--- src/hw/rcad_cfg.svh ---
// Constants for the core execution datapath
`ifndef RCAD_CFG_SVH
`define RCAD_CFG_SVH
`define RCAD_DW 8
`define RCAD_IW 12
`define RCAD_AW 5
`define RCAD_PCW 10
// Nibble width for the digit carry
`define RCAD_NIB 4
// Instruction fields
`define RCAD_OP_HI 11
`define RCAD_OP_LO 8
`define RCAD_DEST_BIT 7
// Mapped special slots
`define RCAD_ADDR_IND 5'h00
`define RCAD_ADDR_PROG_LO 5'h02
`define RCAD_ADDR_STAT 5'h03
`define RCAD_ADDR_FSR 5'h04
// Status bit positions
`define RCAD_STAT_C 0
`define RCAD_STAT_DIGIT_CARRY 1
`define RCAD_STAT_Z 2
// Reset values and fixed steps
`define RCAD_NOP 12'h000
`define RCAD_PROG_RST 10'h000
`define RCAD_FETCH_STEP 10'h001
`define RCAD_STAT_RST 8'h18
`define RCAD_ACC_RST 8'h00
`define RCAD_FSR_RST 8'h00
`define RCAD_ZERO 8'h00
`define RCAD_SUM_ONE 9'h001
`define RCAD_NIB_ONE 5'h01
`endif

--- src/hw/rcad_pkg.sv ---
// Types for the core execution datapath
`default_nettype none
package rcad_pkg;
    typedef enum logic [3:0] {
        OP_NOP = 4'h0, OP_LOAD_FILE = 4'h1, OP_STORE_ACC = 4'h2, OP_ADD = 4'h3,
        OP_SUB = 4'h4, OP_AND = 4'h5, OP_OR = 4'h6, OP_XOR = 4'h7,
        OP_ROT_LEFT = 4'h8, OP_ROT_RIGHT = 4'h9, OP_COMPL = 4'ha, OP_CLR = 4'hb,
        OP_JUMP = 4'hc, OP_LOAD_LIT = 4'hd, OP_AND_LIT = 4'he, OP_OR_LIT = 4'hf
    } rcad_op_t;
    typedef struct packed {
        logic [7:0] addr;
        logic [7:0] wdata;
        logic we;
    } rcad_dbus_t;
endpackage
`default_nettype wire

--- src/hw/rcad_core.sv ---
// Execute datapath of a small 8-bit two-stage pipelined core
`timescale 1ns/1ps
`default_nettype none
`include "rcad_cfg.svh"
// Contract
// (RULE1) One cycle each, branches take two
// (RULE2) Thirty-three single-word instructions, one word each; the core decodes sixteen from a 4-bit op field
// (RULE3) Twelve-bit opcode fetched each cycle
// (RULE4) Fetch overlaps execute in two stages
// (RULE5) Separate program and 8-bit data buses
// (RULE6) Special registers incl. program counter data-mapped
// (RULE7) 8-bit add, subtract, shift, logic
// (RULE8) Arithmetic is two's complement
// (RULE9) Two operands: accumulator with file/literal
// (RULE10) Single operand: accumulator or file
// (RULE11) Accumulator 8-bit, not data-mapped
// (RULE12) ALU updates carry, digit carry, zero
// (RULE13) Subtract: carry and digit carry are not-borrow
// (RULE14) Zero set when result is zero
// (RULE15) Digit carry from low nibble
module rcad_core (
    input wire logic mclk, // Core clock
    input wire logic rst_n, // Synchronous reset, active low
    output logic [`RCAD_PCW-1:0] progAddr, // Program memory address
    input wire logic [`RCAD_IW-1:0] progData, // Instruction word, same domain
    output rcad_pkg::rcad_dbus_t dataBus, // Data bus request
    input wire logic [`RCAD_DW-1:0] dataRdata, // File read data, same domain
    output logic [`RCAD_DW-1:0] accum, // Working accumulator
    output logic [`RCAD_DW-1:0] status, // Status register
    output logic flush // Branch bubble in execute
);
    // Instruction format used here: [11:8] op, [7] dest to file, [4:0] file / [7:0] literal
    logic [`RCAD_PCW-1:0] programCounter; // Fetch address register
    logic [`RCAD_IW-1:0] instr; // Execute stage instruction
    logic [`RCAD_DW-1:0] fsr; // Indirect pointer
    logic [`RCAD_DW-1:0] stat; // Status flags
    logic [`RCAD_DW-1:0] wreg; // Accumulator, no address
    rcad_pkg::rcad_op_t op; // Decoded operation
    // Operand addressing: slot zero redirects through the pointer
    wire [`RCAD_AW-1:0] fAddr = instr[`RCAD_AW-1:0]; // Direct address
    wire isInd = (fAddr == `RCAD_ADDR_IND); // Indirect slot
    wire [`RCAD_AW-1:0] effAddr = isInd ? fsr[`RCAD_AW-1:0] : fAddr; // RULE6
    wire [`RCAD_DW-1:0] lit = instr[`RCAD_DW-1:0]; // Immediate
    wire toFile = instr[`RCAD_DEST_BIT]; // Destination select
    wire litOp = (op == rcad_pkg::OP_LOAD_LIT) || (op == rcad_pkg::OP_AND_LIT) ||
        (op == rcad_pkg::OP_OR_LIT); // Literal as second source
    // Mapped special register reads; every other slot comes from the file
    wire [`RCAD_DW-1:0] fileVal = (effAddr == `RCAD_ADDR_PROG_LO) ? programCounter[`RCAD_DW-1:0] :
        (effAddr == `RCAD_ADDR_STAT) ? stat : (effAddr == `RCAD_ADDR_FSR) ? fsr : dataRdata; // RULE6
    wire [`RCAD_DW-1:0] opB = litOp ? lit : fileVal; // RULE9 RULE10
    // Nine-bit sums keep the carry out of the top bit
    wire [`RCAD_DW:0] sumAdd = {1'b0, opB} + {1'b0, wreg}; // RULE7 RULE8
    // Subtract adds the inverted accumulator plus one, so carry high means no borrow
    wire [`RCAD_DW:0] sumSub = {1'b0, opB} + {1'b0, ~wreg} + `RCAD_SUM_ONE; // RULE8
    // Low nibble sums give the digit carry
    wire [`RCAD_NIB:0] nibAdd = {1'b0, opB[`RCAD_NIB-1:0]} + {1'b0, wreg[`RCAD_NIB-1:0]}; // RULE15
    wire [`RCAD_NIB:0] nibSub = {1'b0, opB[`RCAD_NIB-1:0]} + {1'b0, ~wreg[`RCAD_NIB-1:0]} +
        `RCAD_NIB_ONE; // RULE13 RULE15
    logic [`RCAD_DW-1:0] res; // ALU result
    logic newC; // Next carry
    logic newDigitCarry; // Next digit carry
    logic setsZ; // Op affects zero
    logic setsC; // Op affects carry
    logic setsDigitCarry; // Op affects digit carry
    wire branch = (op == rcad_pkg::OP_JUMP); // Two-cycle op
    assign op = rcad_pkg::rcad_op_t'(instr[`RCAD_OP_HI:`RCAD_OP_LO]); // RULE2 RULE3
    // ALU function select; flags default to their held values
    always_comb
    begin
        res = opB;
        newC = stat[`RCAD_STAT_C];
        newDigitCarry = stat[`RCAD_STAT_DIGIT_CARRY];
        setsZ = 1'b0;
        setsC = 1'b0;
        setsDigitCarry = 1'b0;
        case (op)
            rcad_pkg::OP_LOAD_FILE:
            begin
                setsZ = 1'b1; // Move only touches zero
            end
            rcad_pkg::OP_STORE_ACC:
            begin
                res = wreg; // Accumulator out to the file
            end
            rcad_pkg::OP_ADD:
            begin
                res = sumAdd[`RCAD_DW-1:0];
                newC = sumAdd[`RCAD_DW]; // RULE12
                newDigitCarry = nibAdd[`RCAD_NIB];
                setsZ = 1'b1;
                setsC = 1'b1;
                setsDigitCarry = 1'b1;
            end
            rcad_pkg::OP_SUB:
            begin
                res = sumSub[`RCAD_DW-1:0];
                newC = sumSub[`RCAD_DW]; // RULE13
                newDigitCarry = nibSub[`RCAD_NIB]; // RULE13
                setsZ = 1'b1;
                setsC = 1'b1;
                setsDigitCarry = 1'b1;
            end
            rcad_pkg::OP_AND, rcad_pkg::OP_AND_LIT:
            begin
                res = opB & wreg;
                setsZ = 1'b1;
            end
            rcad_pkg::OP_OR, rcad_pkg::OP_OR_LIT:
            begin
                res = opB | wreg;
                setsZ = 1'b1;
            end
            rcad_pkg::OP_XOR:
            begin
                res = opB ^ wreg;
                setsZ = 1'b1;
            end
            rcad_pkg::OP_ROT_LEFT:
            begin
                res = {opB[`RCAD_DW-2:0], stat[`RCAD_STAT_C]}; // RULE7
                newC = opB[`RCAD_DW-1];
                setsC = 1'b1;
            end
            rcad_pkg::OP_ROT_RIGHT:
            begin
                res = {stat[`RCAD_STAT_C], opB[`RCAD_DW-1:1]};
                newC = opB[0];
                setsC = 1'b1;
            end
            rcad_pkg::OP_COMPL:
            begin
                res = ~opB;
                setsZ = 1'b1;
            end
            rcad_pkg::OP_CLR:
            begin
                res = `RCAD_ZERO;
                setsZ = 1'b1;
            end
            default:
            begin
                res = opB; // No-op, jump and literal load pass the operand
            end
        endcase
    end
    // Destination decode: literal ops always land in the accumulator
    wire writesFile = toFile && !litOp && !branch && (op != rcad_pkg::OP_NOP);
    wire writesW = (!toFile && !branch && (op != rcad_pkg::OP_NOP)) || litOp; // RULE11
    wire newZ = (res == `RCAD_ZERO); // RULE14
    // Flags keep their value unless the op affects them
    wire [`RCAD_DW-1:0] next_stat = {stat[`RCAD_DW-1:`RCAD_STAT_Z+1], setsZ ? newZ : stat[`RCAD_STAT_Z],
        setsDigitCarry ? newDigitCarry : stat[`RCAD_STAT_DIGIT_CARRY],
        setsC ? newC : stat[`RCAD_STAT_C]}; // RULE12
    wire stWr = writesFile && (effAddr == `RCAD_ADDR_STAT); // Status written whole
    wire programCounterWr = writesFile && (effAddr == `RCAD_ADDR_PROG_LO); // Computed jump
    wire [`RCAD_PCW-1:0] branchTgt = {{(`RCAD_PCW-`RCAD_DW){1'b0}}, lit}; // Jump target
    // Next fetch address: jump, written low byte, or plain step
    wire [`RCAD_PCW-1:0] next_programCounter = branch ? branchTgt :
        programCounterWr ? {programCounter[`RCAD_PCW-1:`RCAD_DW], res} :
        programCounter + `RCAD_FETCH_STEP;
    // Pipeline: fetch while the previous word executes; a jump discards the fetched word
    always_ff @(posedge mclk)
    begin
        if (!rst_n)
        begin
            programCounter <= `RCAD_PROG_RST;
            instr <= `RCAD_NOP;
            flush <= 1'b0;
        end
        else
        begin
            programCounter <= next_programCounter; // RULE4
            instr <= (branch || programCounterWr) ? `RCAD_NOP : progData; // RULE1
            flush <= branch || programCounterWr;
        end
    end
    // Accumulator, status and pointer
    always_ff @(posedge mclk)
    begin
        if (!rst_n)
        begin
            wreg <= `RCAD_ACC_RST;
            stat <= `RCAD_STAT_RST;
            fsr <= `RCAD_FSR_RST;
        end
        else
        begin
            if (writesW)
                wreg <= res; // RULE11
            stat <= stWr ? res : next_stat; // RULE12
            if (writesFile && (effAddr == `RCAD_ADDR_FSR))
                fsr <= res; // RULE6
        end
    end
    // Outputs; mapped specials never reach the external file
    assign progAddr = programCounter; // RULE5
    assign accum = wreg;
    assign status = stat;
    assign dataBus.addr = {{(`RCAD_DW-`RCAD_AW){1'b0}}, effAddr}; // RULE5
    assign dataBus.wdata = res;
    assign dataBus.we = writesFile && !stWr && !programCounterWr && (effAddr != `RCAD_ADDR_FSR) && rst_n;
endmodule // rcad_core
`default_nettype wire

--- config.mk ---
export PLATFORM = sky130hd
export DESIGN_NAME = rcad_core
export DESIGN_NICKNAME = d
export VERILOG_FILES = /design/src/hw/rcad_pkg.sv /design/src/hw/rcad_core.sv
export VERILOG_INCLUDE_DIRS = /design/src /design/src/hw
export SDC_FILE = /design/constraint.sdc
export NUM_CORES = 1
export LEC_CHECK = 0
export BUFFER_PORTS_ARGS = -buffer_cell sky130_fd_sc_hd__buf_2
export CORE_MARGIN = 4
export CORE_UTILIZATION = 46
export DETAILED_ROUTE_END_ITERATION = 8
export GPL_TIMING_DRIVEN = 1
export PLACE_DENSITY = 0.67
export SLEW_MARGIN = 20
export SYNTH_ARGS = -nofsm -noshare
export SYNTH_HDL_FRONTEND = slang
export SYNTH_SLANG_ARGS = --single-unit
--- constraint.sdc ---
create_clock -name mclk -period 6.1 [get_ports mclk]
set_input_delay 0.305 -clock mclk [delete_from_list [all_inputs] [get_ports mclk]]
set_output_delay 0.305 -clock mclk [all_outputs]
set_load 0.03 [all_outputs]
# --- Word level (Yosys, flattened, before mapping) ---
# Index checks and enable logic that the tools add are counted.
word_totals:
  regBits: 47
  romBits: 0
  wordCells: 98
  n_memories: 0
  ramBits: 0
  latchBits: 0
classes:
  muxes: 17
  eq_ne: 19
  n_mul: 0
  div: 0
  n_shift: 0
  bitwise: 7
  n_addsub: 7
  magnitude_cmp: 0
  n_reduce_logical: 38
op_table:
  columns: ["cell", "count"]
  rows:
  - ["8-bit case mux with 10 select lines", 1]
  - ["8-bit 2-to-1 mux", 6]
  - ["4-bit == test, second input constant", 8]
  - ["8-bit by 8-bit adder with 9-bit output", 2]
  - ["4-bit by 3-bit == test with 1-bit output, second input constant", 4]
  - ["8-bit NOT", 2]
  - ["1-bit logical AND", 12]
  - ["10-bit by 1-bit adder with 10-bit output, second input constant", 1]
  - ["4-bit by 4-bit adder with 5-bit output", 2]
  - ["5-bit by 2-bit == test with 1-bit output, second input constant", 2]
  - ["10-bit OR reduction", 1]
  - ["2-bit OR reduction", 5]
  - ["9-bit by 1-bit adder with 9-bit output, second input constant", 1]
  - ["8-bit AND", 1]
  - ["4-bit by 2-bit == test with 1-bit output, second input constant", 2]
  - ["8-bit logical NOT", 1]
  - ["8-bit bitwise OR", 1]
  - ["8-bit XOR", 1]
  - ["1-bit 2-to-1 mux", 6]
  - ["2-bit nonzero test", 3]
  - ["5-bit by 1-bit adder with 5-bit output, second input constant", 1]
  - ["5-bit by 3-bit == test with 1-bit output, second input constant", 1]
  - ["1-bit logical NOT", 5]
  - ["5-bit logical NOT", 1]
  - ["other kinds (14)", 18]

# --- Depth between registers and ports, before layout ---
# Gate-level depths: netlist of the first run.
logic_depth:
  depth_word: 13
  ltp_mapped: 20

# --- Worst setup path before layout of the first run ---
# Ideal clock, no wire load.
synth_path:
  path_kind: "register to register"
  startpoint: "reg instr[4]"
  endpoint: "reg fsr[7]"
  setup_time_ns: 0.067
  arrival_ns: 4.473
  period_less_slack_ns: 4.540
  n_path_buf: 3
  slack_ns: 1.560
  required_ns: 6.033
  path_stages_with_launch: 21
  cell_sequence: "dfxtp_1 -> buf_2 -> nor4_4 -> o211ai_4 -> or2_1 -> buf_6 -> a311oi_4 -> nor3_2 -> a21oi_4 -> inv_1 -> ha_1 -> clkbuf_1 -> a21oi_1 -> or2_2 -> a31oi_1 -> xnor2_1 -> a21oi_1 -> o221ai_1 -> a2bb2oi_1 -> mux2i_1 -> nor2b_1"
synth_rtl:
  columns: ["element", "line", "source"]
  rows:
  - ["start: declaration", "rcad_core.sv:34", "logic [`RCAD_IW-1:0] instr;"]
  - ["start signal: assignment", "rcad_core.sv:167", "instr <= `RCAD_NOP;"]
  - ["start signal: assignment", "rcad_core.sv:173", "instr <= (branch || programCounterWr) ? `RCAD_NOP : progData;"]
  - ["end signal: assignment", "rcad_core.sv:184", "fsr <= `RCAD_FSR_RST;"]
  - ["end signal: assignment", "rcad_core.sv:192", "fsr <= res;"]
  - ["end: declaration", "rcad_core.sv:35", "logic [`RCAD_DW-1:0] fsr;"]

==> impl_metrics.tcl, run 1 <==
set metrics [dict create \
    status "complete, no violations" \
    holdWs_ns 0.1893 \
    cts_max_path_buffers 2 \
    worstSetupStartpointType "flip-flop" \
    synth_edf_count 0 \
    slew_headroom 0.3163 \
    drive_gt1_frac 0.1592 \
    cts_resized 0 \
    core_um2 9196 \
    critPathCaptureType "output port" \
    gr-total-overflow 0 \
    ir_drop_uv 124.9 \
    netlist_instances 584 \
    grt_use_total 0.2654 \
    fmax_mhz 176.0 \
    path_class "reg -> out" \
    fin_crit_sh 0.9316 \
    nets 677 \
    worstPathMaxFanout 13 \
    worstPathArrival_ns 5.38 \
    postCtsHoldBufs 0 \
    synth_ff_type "dfxtp_1" \
    num_antenna_cells 0 \
    die_x_um 104.9 \
    cp.required_ns 5.79 \
    setup_tns_ns 0 \
    antenna_found_initial 0 \
    placed_cell_area_um2 4672 \
    h-tree-depth 2 \
    yosysWarnings 0 \
    slew_viol_final 0 \
    drt-total-wl_mm 14.74 \
    max_stage_delay_ns 0.75 \
    cellLeakagePower_nw 1.992 \
    fin_crit_ns 5.683 \
    drt_iter0_drc 464 \
    rsz0062_at_grt "false" \
    cts_buffers 5 \
    grt_pass1_wl_mm 23.72 \
    synth_cell_types 76 \
    ys_seq_area_frac 0.2179 \
    rows 35 \
    gp_congestion 0.9403 \
    antenna_left 0 \
    io_pins 66 \
    cts_setup_buffers 0 \
    routedWlPerCell_um 19.95 \
    synth_seq_cells 47 \
    vias 4653 \
    hold_path_class "in -> reg" \
    dieArea_um2 11000 \
    power.total_mw 1.084 \
    cts_tree "done" \
    syn_to_final_growth_pct 11.27 \
    grt_max_degree 37 \
    hold_viol 0 \
    async_flop_share 0 \
    detail_route.first_pass.iterations 6 \
    tightest_slew_ns 1.022 \
    crit_buf_inv 2 \
    drc 0 \
    root_buffer "clkbuf_8" \
    clock_latency_ns 0.31 \
    synth_area_per_cell_um2 7.394 \
    initial_utilization 0.4695 \
    finalSetupViolCount 0 \
    maxCapViolations 0 \
    grt_pass1_vias 4603 \
    cts_sinks 47 \
    dpl.hpwl_mm 11.17 \
    viasPerCell 6.296 \
    clk_pin_slew_ns 0.09 \
    die_h_um 104.9 \
    final_cell_area_um2 4805 \
    port_buffers 62 \
    cpMostUsedCell "nor3_2" \
    crit_path_top_delay_cell "o41ai_1" \
    synth_area_um2 4318 \
    finClkSkew_ns 0.008080 \
    powerDensity_nw_per_um2 225.6 \
    worstPathCellList "nor3_2 -> a22oi_1 -> a21oi_1 -> a311oi_4 -> nor3_2 -> a21oi_4 -> inv_1 -> ha_1 -> o41ai_1 -> o22ai_1 -> o21ai_0 -> a2bb2oi_1 -> buf_2" \
    timing.critical_path.max_delay_family "compound AO/OA/AOI/OAI gates" \
]
==> logic make-up after synthesis <==
logic type	share of synthesized area
muxes	0.02550
DFF	0.2179
other	0.0008685
AOI/OAI and AO/OA	0.3188
buffers and inverters	0.07244
adders and majority gates	0.08461
xor gates and xnor gates	0.03043
and+or+nand+nor	0.2495
==> path summary, 6_finish.rpt <==
kind                    start         end  slack, ns  cells after the start
setup reg to reg     instr[2]   status[2]       0.88                     15
hold reg to reg     status[7]   status[7]       0.49                      2
hold / removal    progData[3]    instr[3]       0.19                      2
setup / recovery     instr[2]  dataBus[8]       0.42                     13
==> registers in the layout (all words and copies together), names as in the netlist <==
register / cells
fsr: 8
flush: 1
status: 8
accum: 8
instr: 12
progAddr: 10
==> synthesized netlist by cell type (12+ instances only) <==
cell       n  area [um2]
dfxtp_1   47       940.9
and2_1    14       87.58
nand2b_1  13       81.33
a22oi_1   15       112.6
a21oi_1   41       205.2
nor2b_1   23       143.9
nand2_1   45       168.9
nor2_1    56       210.2
o22ai_1   15       93.84
nor3_1    14       70.07
ha_1      26       325.3
o21ai_0   33       165.2
clkbuf_1  26       97.59
nand3_1   12       60.06
xnor2_1   12       105.1
inv_1     35       131.4
==> cells in the final DEF (no fill, tap or decap), types with 3 or more instances in the layout <==
cell type and n:
a211o_1 3, nand2_1 45, nor3_1 14, a32oi_1 4, inv_1 35, o2bb2ai_1 4, nor2b_1 23, o2111ai_1 4
o22ai_1 15, and3_1 7, nand2b_1 13, or2_2 6, nand3b_1 3, a21o_1 4, a21oi_1 41, nor3b_1 3
o21ai_0 33, mux2i_1 11, a221oi_1 4, a22oi_1 15, or3_1 3, buf_2 62, clkbuf_8 5, ha_1 26
xor2_1 3, o31ai_1 3, conb_1 3, xnor2_1 12, nor2_1 56, buf_4 9, and2_1 14, dfxtp_1 47
a21boi_1 12, a2bb2oi_1 3, a31oi_1 5, o211ai_1 10, o21ai_1 7, nand3_1 12
==> layer usage <==
metal  up-vias  routed length [um]  global-route usage
met4         0                 475             0.09560
met5         -                   0                   0
met2       246                6916              0.4395
li1       2170                   -                   -
met1      2194                6229              0.3529
met3        43                1118             0.03459
==> power by group <==
group | switching (mW) | leakage, nW | total [mW] | internal, mW
registers | 0.0290 | 0.384 | 0.352 | 0.323
clock network | 0.119 | 0.0654 | 0.283 | 0.164
logic | 0.288 | 1.54 | 0.450 | 0.162
==> through the flow <==
stage          worst slack [ns]  std cells    util
2_1_floorplan             1.560        586       -
3_3_place_gp             0.9971        731  0.5080
3_5_place_dp             0.8885        731  0.5080
4_1_cts                  0.5534        739  0.5224
5_1_grt                  0.2484        739  0.5224
6_report                 0.4174        739  0.5224
==> layout make-up <==
type	count	area [um2]
timing repair buffer	71	377.9
fill	929	4392
clock inverter	2	60.06
clock buffer	6	72.57
sequential	47	940.9
inverter	38	142.6
tap	111	138.9
multi-input combinational	464	3072
Note: power is estimated with default switching activity, not from simulation.
==> run 2, diff against run 1 <==
Settings changed: CTS_BUF_LIST set to sky130_fd_sc_hd__clkbuf_8 sky130_fd_sc_hd__clkbuf_16.
==> run 2 against run 1 <==
  * Die area unchanged
  * Combinational power about the same
  * Sequential power about the same
  * Clock power about the same
  * Setup slack improved by 0.0025 ns
  * First-iteration DRC count decreased by 0.22%
  * Utilization unchanged
  * Critical path type unchanged
  * Largest power group unchanged
==> impl_metrics.tcl, run 2 (same netlist as run 1, synthesis figures left out) <==
set metrics [dict create \
    status "complete, no violations" \
    num_antenna_cells 0 \
    r2r_start "instr[2]" \
    top_register "instr" \
    core_um2 9196 \
    grt_use_total 0.2654 \
    antenna_found_initial 0 \
    placed_cell_area_um2 4672 \
    pre_cts_ws_ns 0.8885 \
    die_x_um 104.9 \
    drc 0 \
    cts_sinks 47 \
    drt_iter0_drc 463 \
    r2r_cells 15 \
    worstPathArrival_ns 5.38 \
    worstPathCellList "nor3_2 -> a22oi_1 -> a21oi_1 -> a311oi_4 -> nor3_2 -> a21oi_4 -> inv_1 -> ha_1 -> o41ai_1 -> o22ai_1 -> o21ai_0 -> a2bb2oi_1 -> buf_2" \
    root_buffer "clkbuf_8" \
    path_class "reg -> out" \
    setup_tns_ns 0 \
    critPathCaptureType "output port" \
    cts_tree "done" \
    grt_max_degree 37 \
    grt_pass1_vias 4603 \
    final_cell_area_um2 4805 \
    cpMostUsedCell "nor3_2" \
    h-tree-depth 2 \
    fin_crit_sh 0.9312 \
    largest_reg_flops 12 \
    cp.required_ns 5.79 \
    port_buffers 62 \
    ir_drop_uv 124.9 \
    max_stage_delay_ns 0.75 \
    min-delay-start "progData[3]" \
    crit_path_top_delay_cell "o41ai_1" \
    cellLeakagePower_nw 1.996 \
    rsz0062_at_grt "false" \
    initial_utilization 0.4695 \
    clk_pin_slew_ns 0.09 \
    hold_viol 0 \
    rows 35 \
    maxCapViolations 0 \
    die_h_um 104.9 \
    routedWlPerCell_um 19.92 \
    clock_latency_ns 0.31 \
    vias 4647 \
    dpl.hpwl_mm 11.17 \
    grt_pass1_wl_mm 23.72 \
    antenna_left 0 \
    hold_path_class "in -> reg" \
    viasPerCell 6.288 \
    r2r-end "status[2]" \
    reg2reg_slack_ns 0.88 \
    whs_endpoint "instr[3]" \
    dieArea_um2 11000 \
    tightest_slew_ns 1.022 \
    worstPathMaxFanout 13 \
    cts_max_path_buffers 2 \
    fin_crit_ns 5.680 \
    io_pins 66 \
    post-route-util 0.5224 \
    gp_congestion 0.9403 \
    slew_headroom 0.3163 \
    syn_to_final_growth_pct 11.27 \
    finalSetupViolCount 0 \
    gr-total-overflow 0 \
    power.total_mw 1.082 \
    fmax_mhz 176.1 \
    drt-total-wl_mm 14.72 \
    cts_setup_buffers 0 \
    worstSetupStartpointType "flip-flop" \
    postCtsHoldBufs 0 \
    slew_viol_final 0 \
    powerDensity_nw_per_um2 225.3 \
    finClkSkew_ns 0.008080 \
    final_cell_mix "62 x buf_2, 56 x nor2_1, 47 x dfxtp_1" \
    nets 677 \
    cts_buffers 5 \
    mostFrequentLayoutCell "buf_2" \
    drive_gt1_frac 0.1592 \
    setup_ws_ns 0.4199 \
    detail_route.first_pass.iterations 6 \
    whs_path_depth 2 \
    cts_resized 0 \
]
-- run 2: worst max path at each step --
stage               startpoint          to  slack (ns)  cells after the start
finish                instr[2]  dataBus[8]        0.42                     13
global route          instr[2]  dataBus[8]        0.25                     13
CTS                   instr[2]  dataBus[8]        0.55                     13
detailed placement    instr[2]  dataBus[8]        0.89                     13
global placement      instr[2]  dataBus[8]         1.0                     13
floorplan             instr[4]      fsr[7]        1.56                     20
-- run 2: metal layers --
metal	share of wire	global-route usage	up-vias
met1	0.43	0.3529	2194
met5	0	0	-
met2	0.47	0.4395	241
met3	0.074	0.03459	42
met4	0.032	0.09560	0
li1	-	-	2170
-- run 2: area by class of cell --
type	count	area (um2)
clock buffers	5	68.82
clock inverters	3	63.81
fillers	929	4392
inverters	38	142.6
multi-input cells	464	3072
flip-flops and latches	47	940.9
well taps	111	138.9
repair buffers	71	377.9
-- run 2: worst max-delay path, delay by kind of cell (launching register included) --
family	cells	cell delay (ns)
buffers and inverters	2	0.43
DFF	1	0.63
adders and majority gates	1	0.41
and+or+nand+nor	2	0.23
AOI/OAI and AO/OA	8	3.37
-- run 2: metrics by stage --
step           hold WS, ns  std cells
2_1_floorplan       0.4267        586
3_3_place_gp        0.4685        731
3_5_place_dp        0.4849        731
4_1_cts             0.1800        739
5_1_grt             0.1790        739
6_report            0.1892        739
-- run 2: where the power goes --
part | switching [mW] | internal, mW | total (mW)
combinational | 0.288 | 0.162 | 0.450
sequential | 0.0290 | 0.323 | 0.352
clock | 0.119 | 0.162 | 0.281
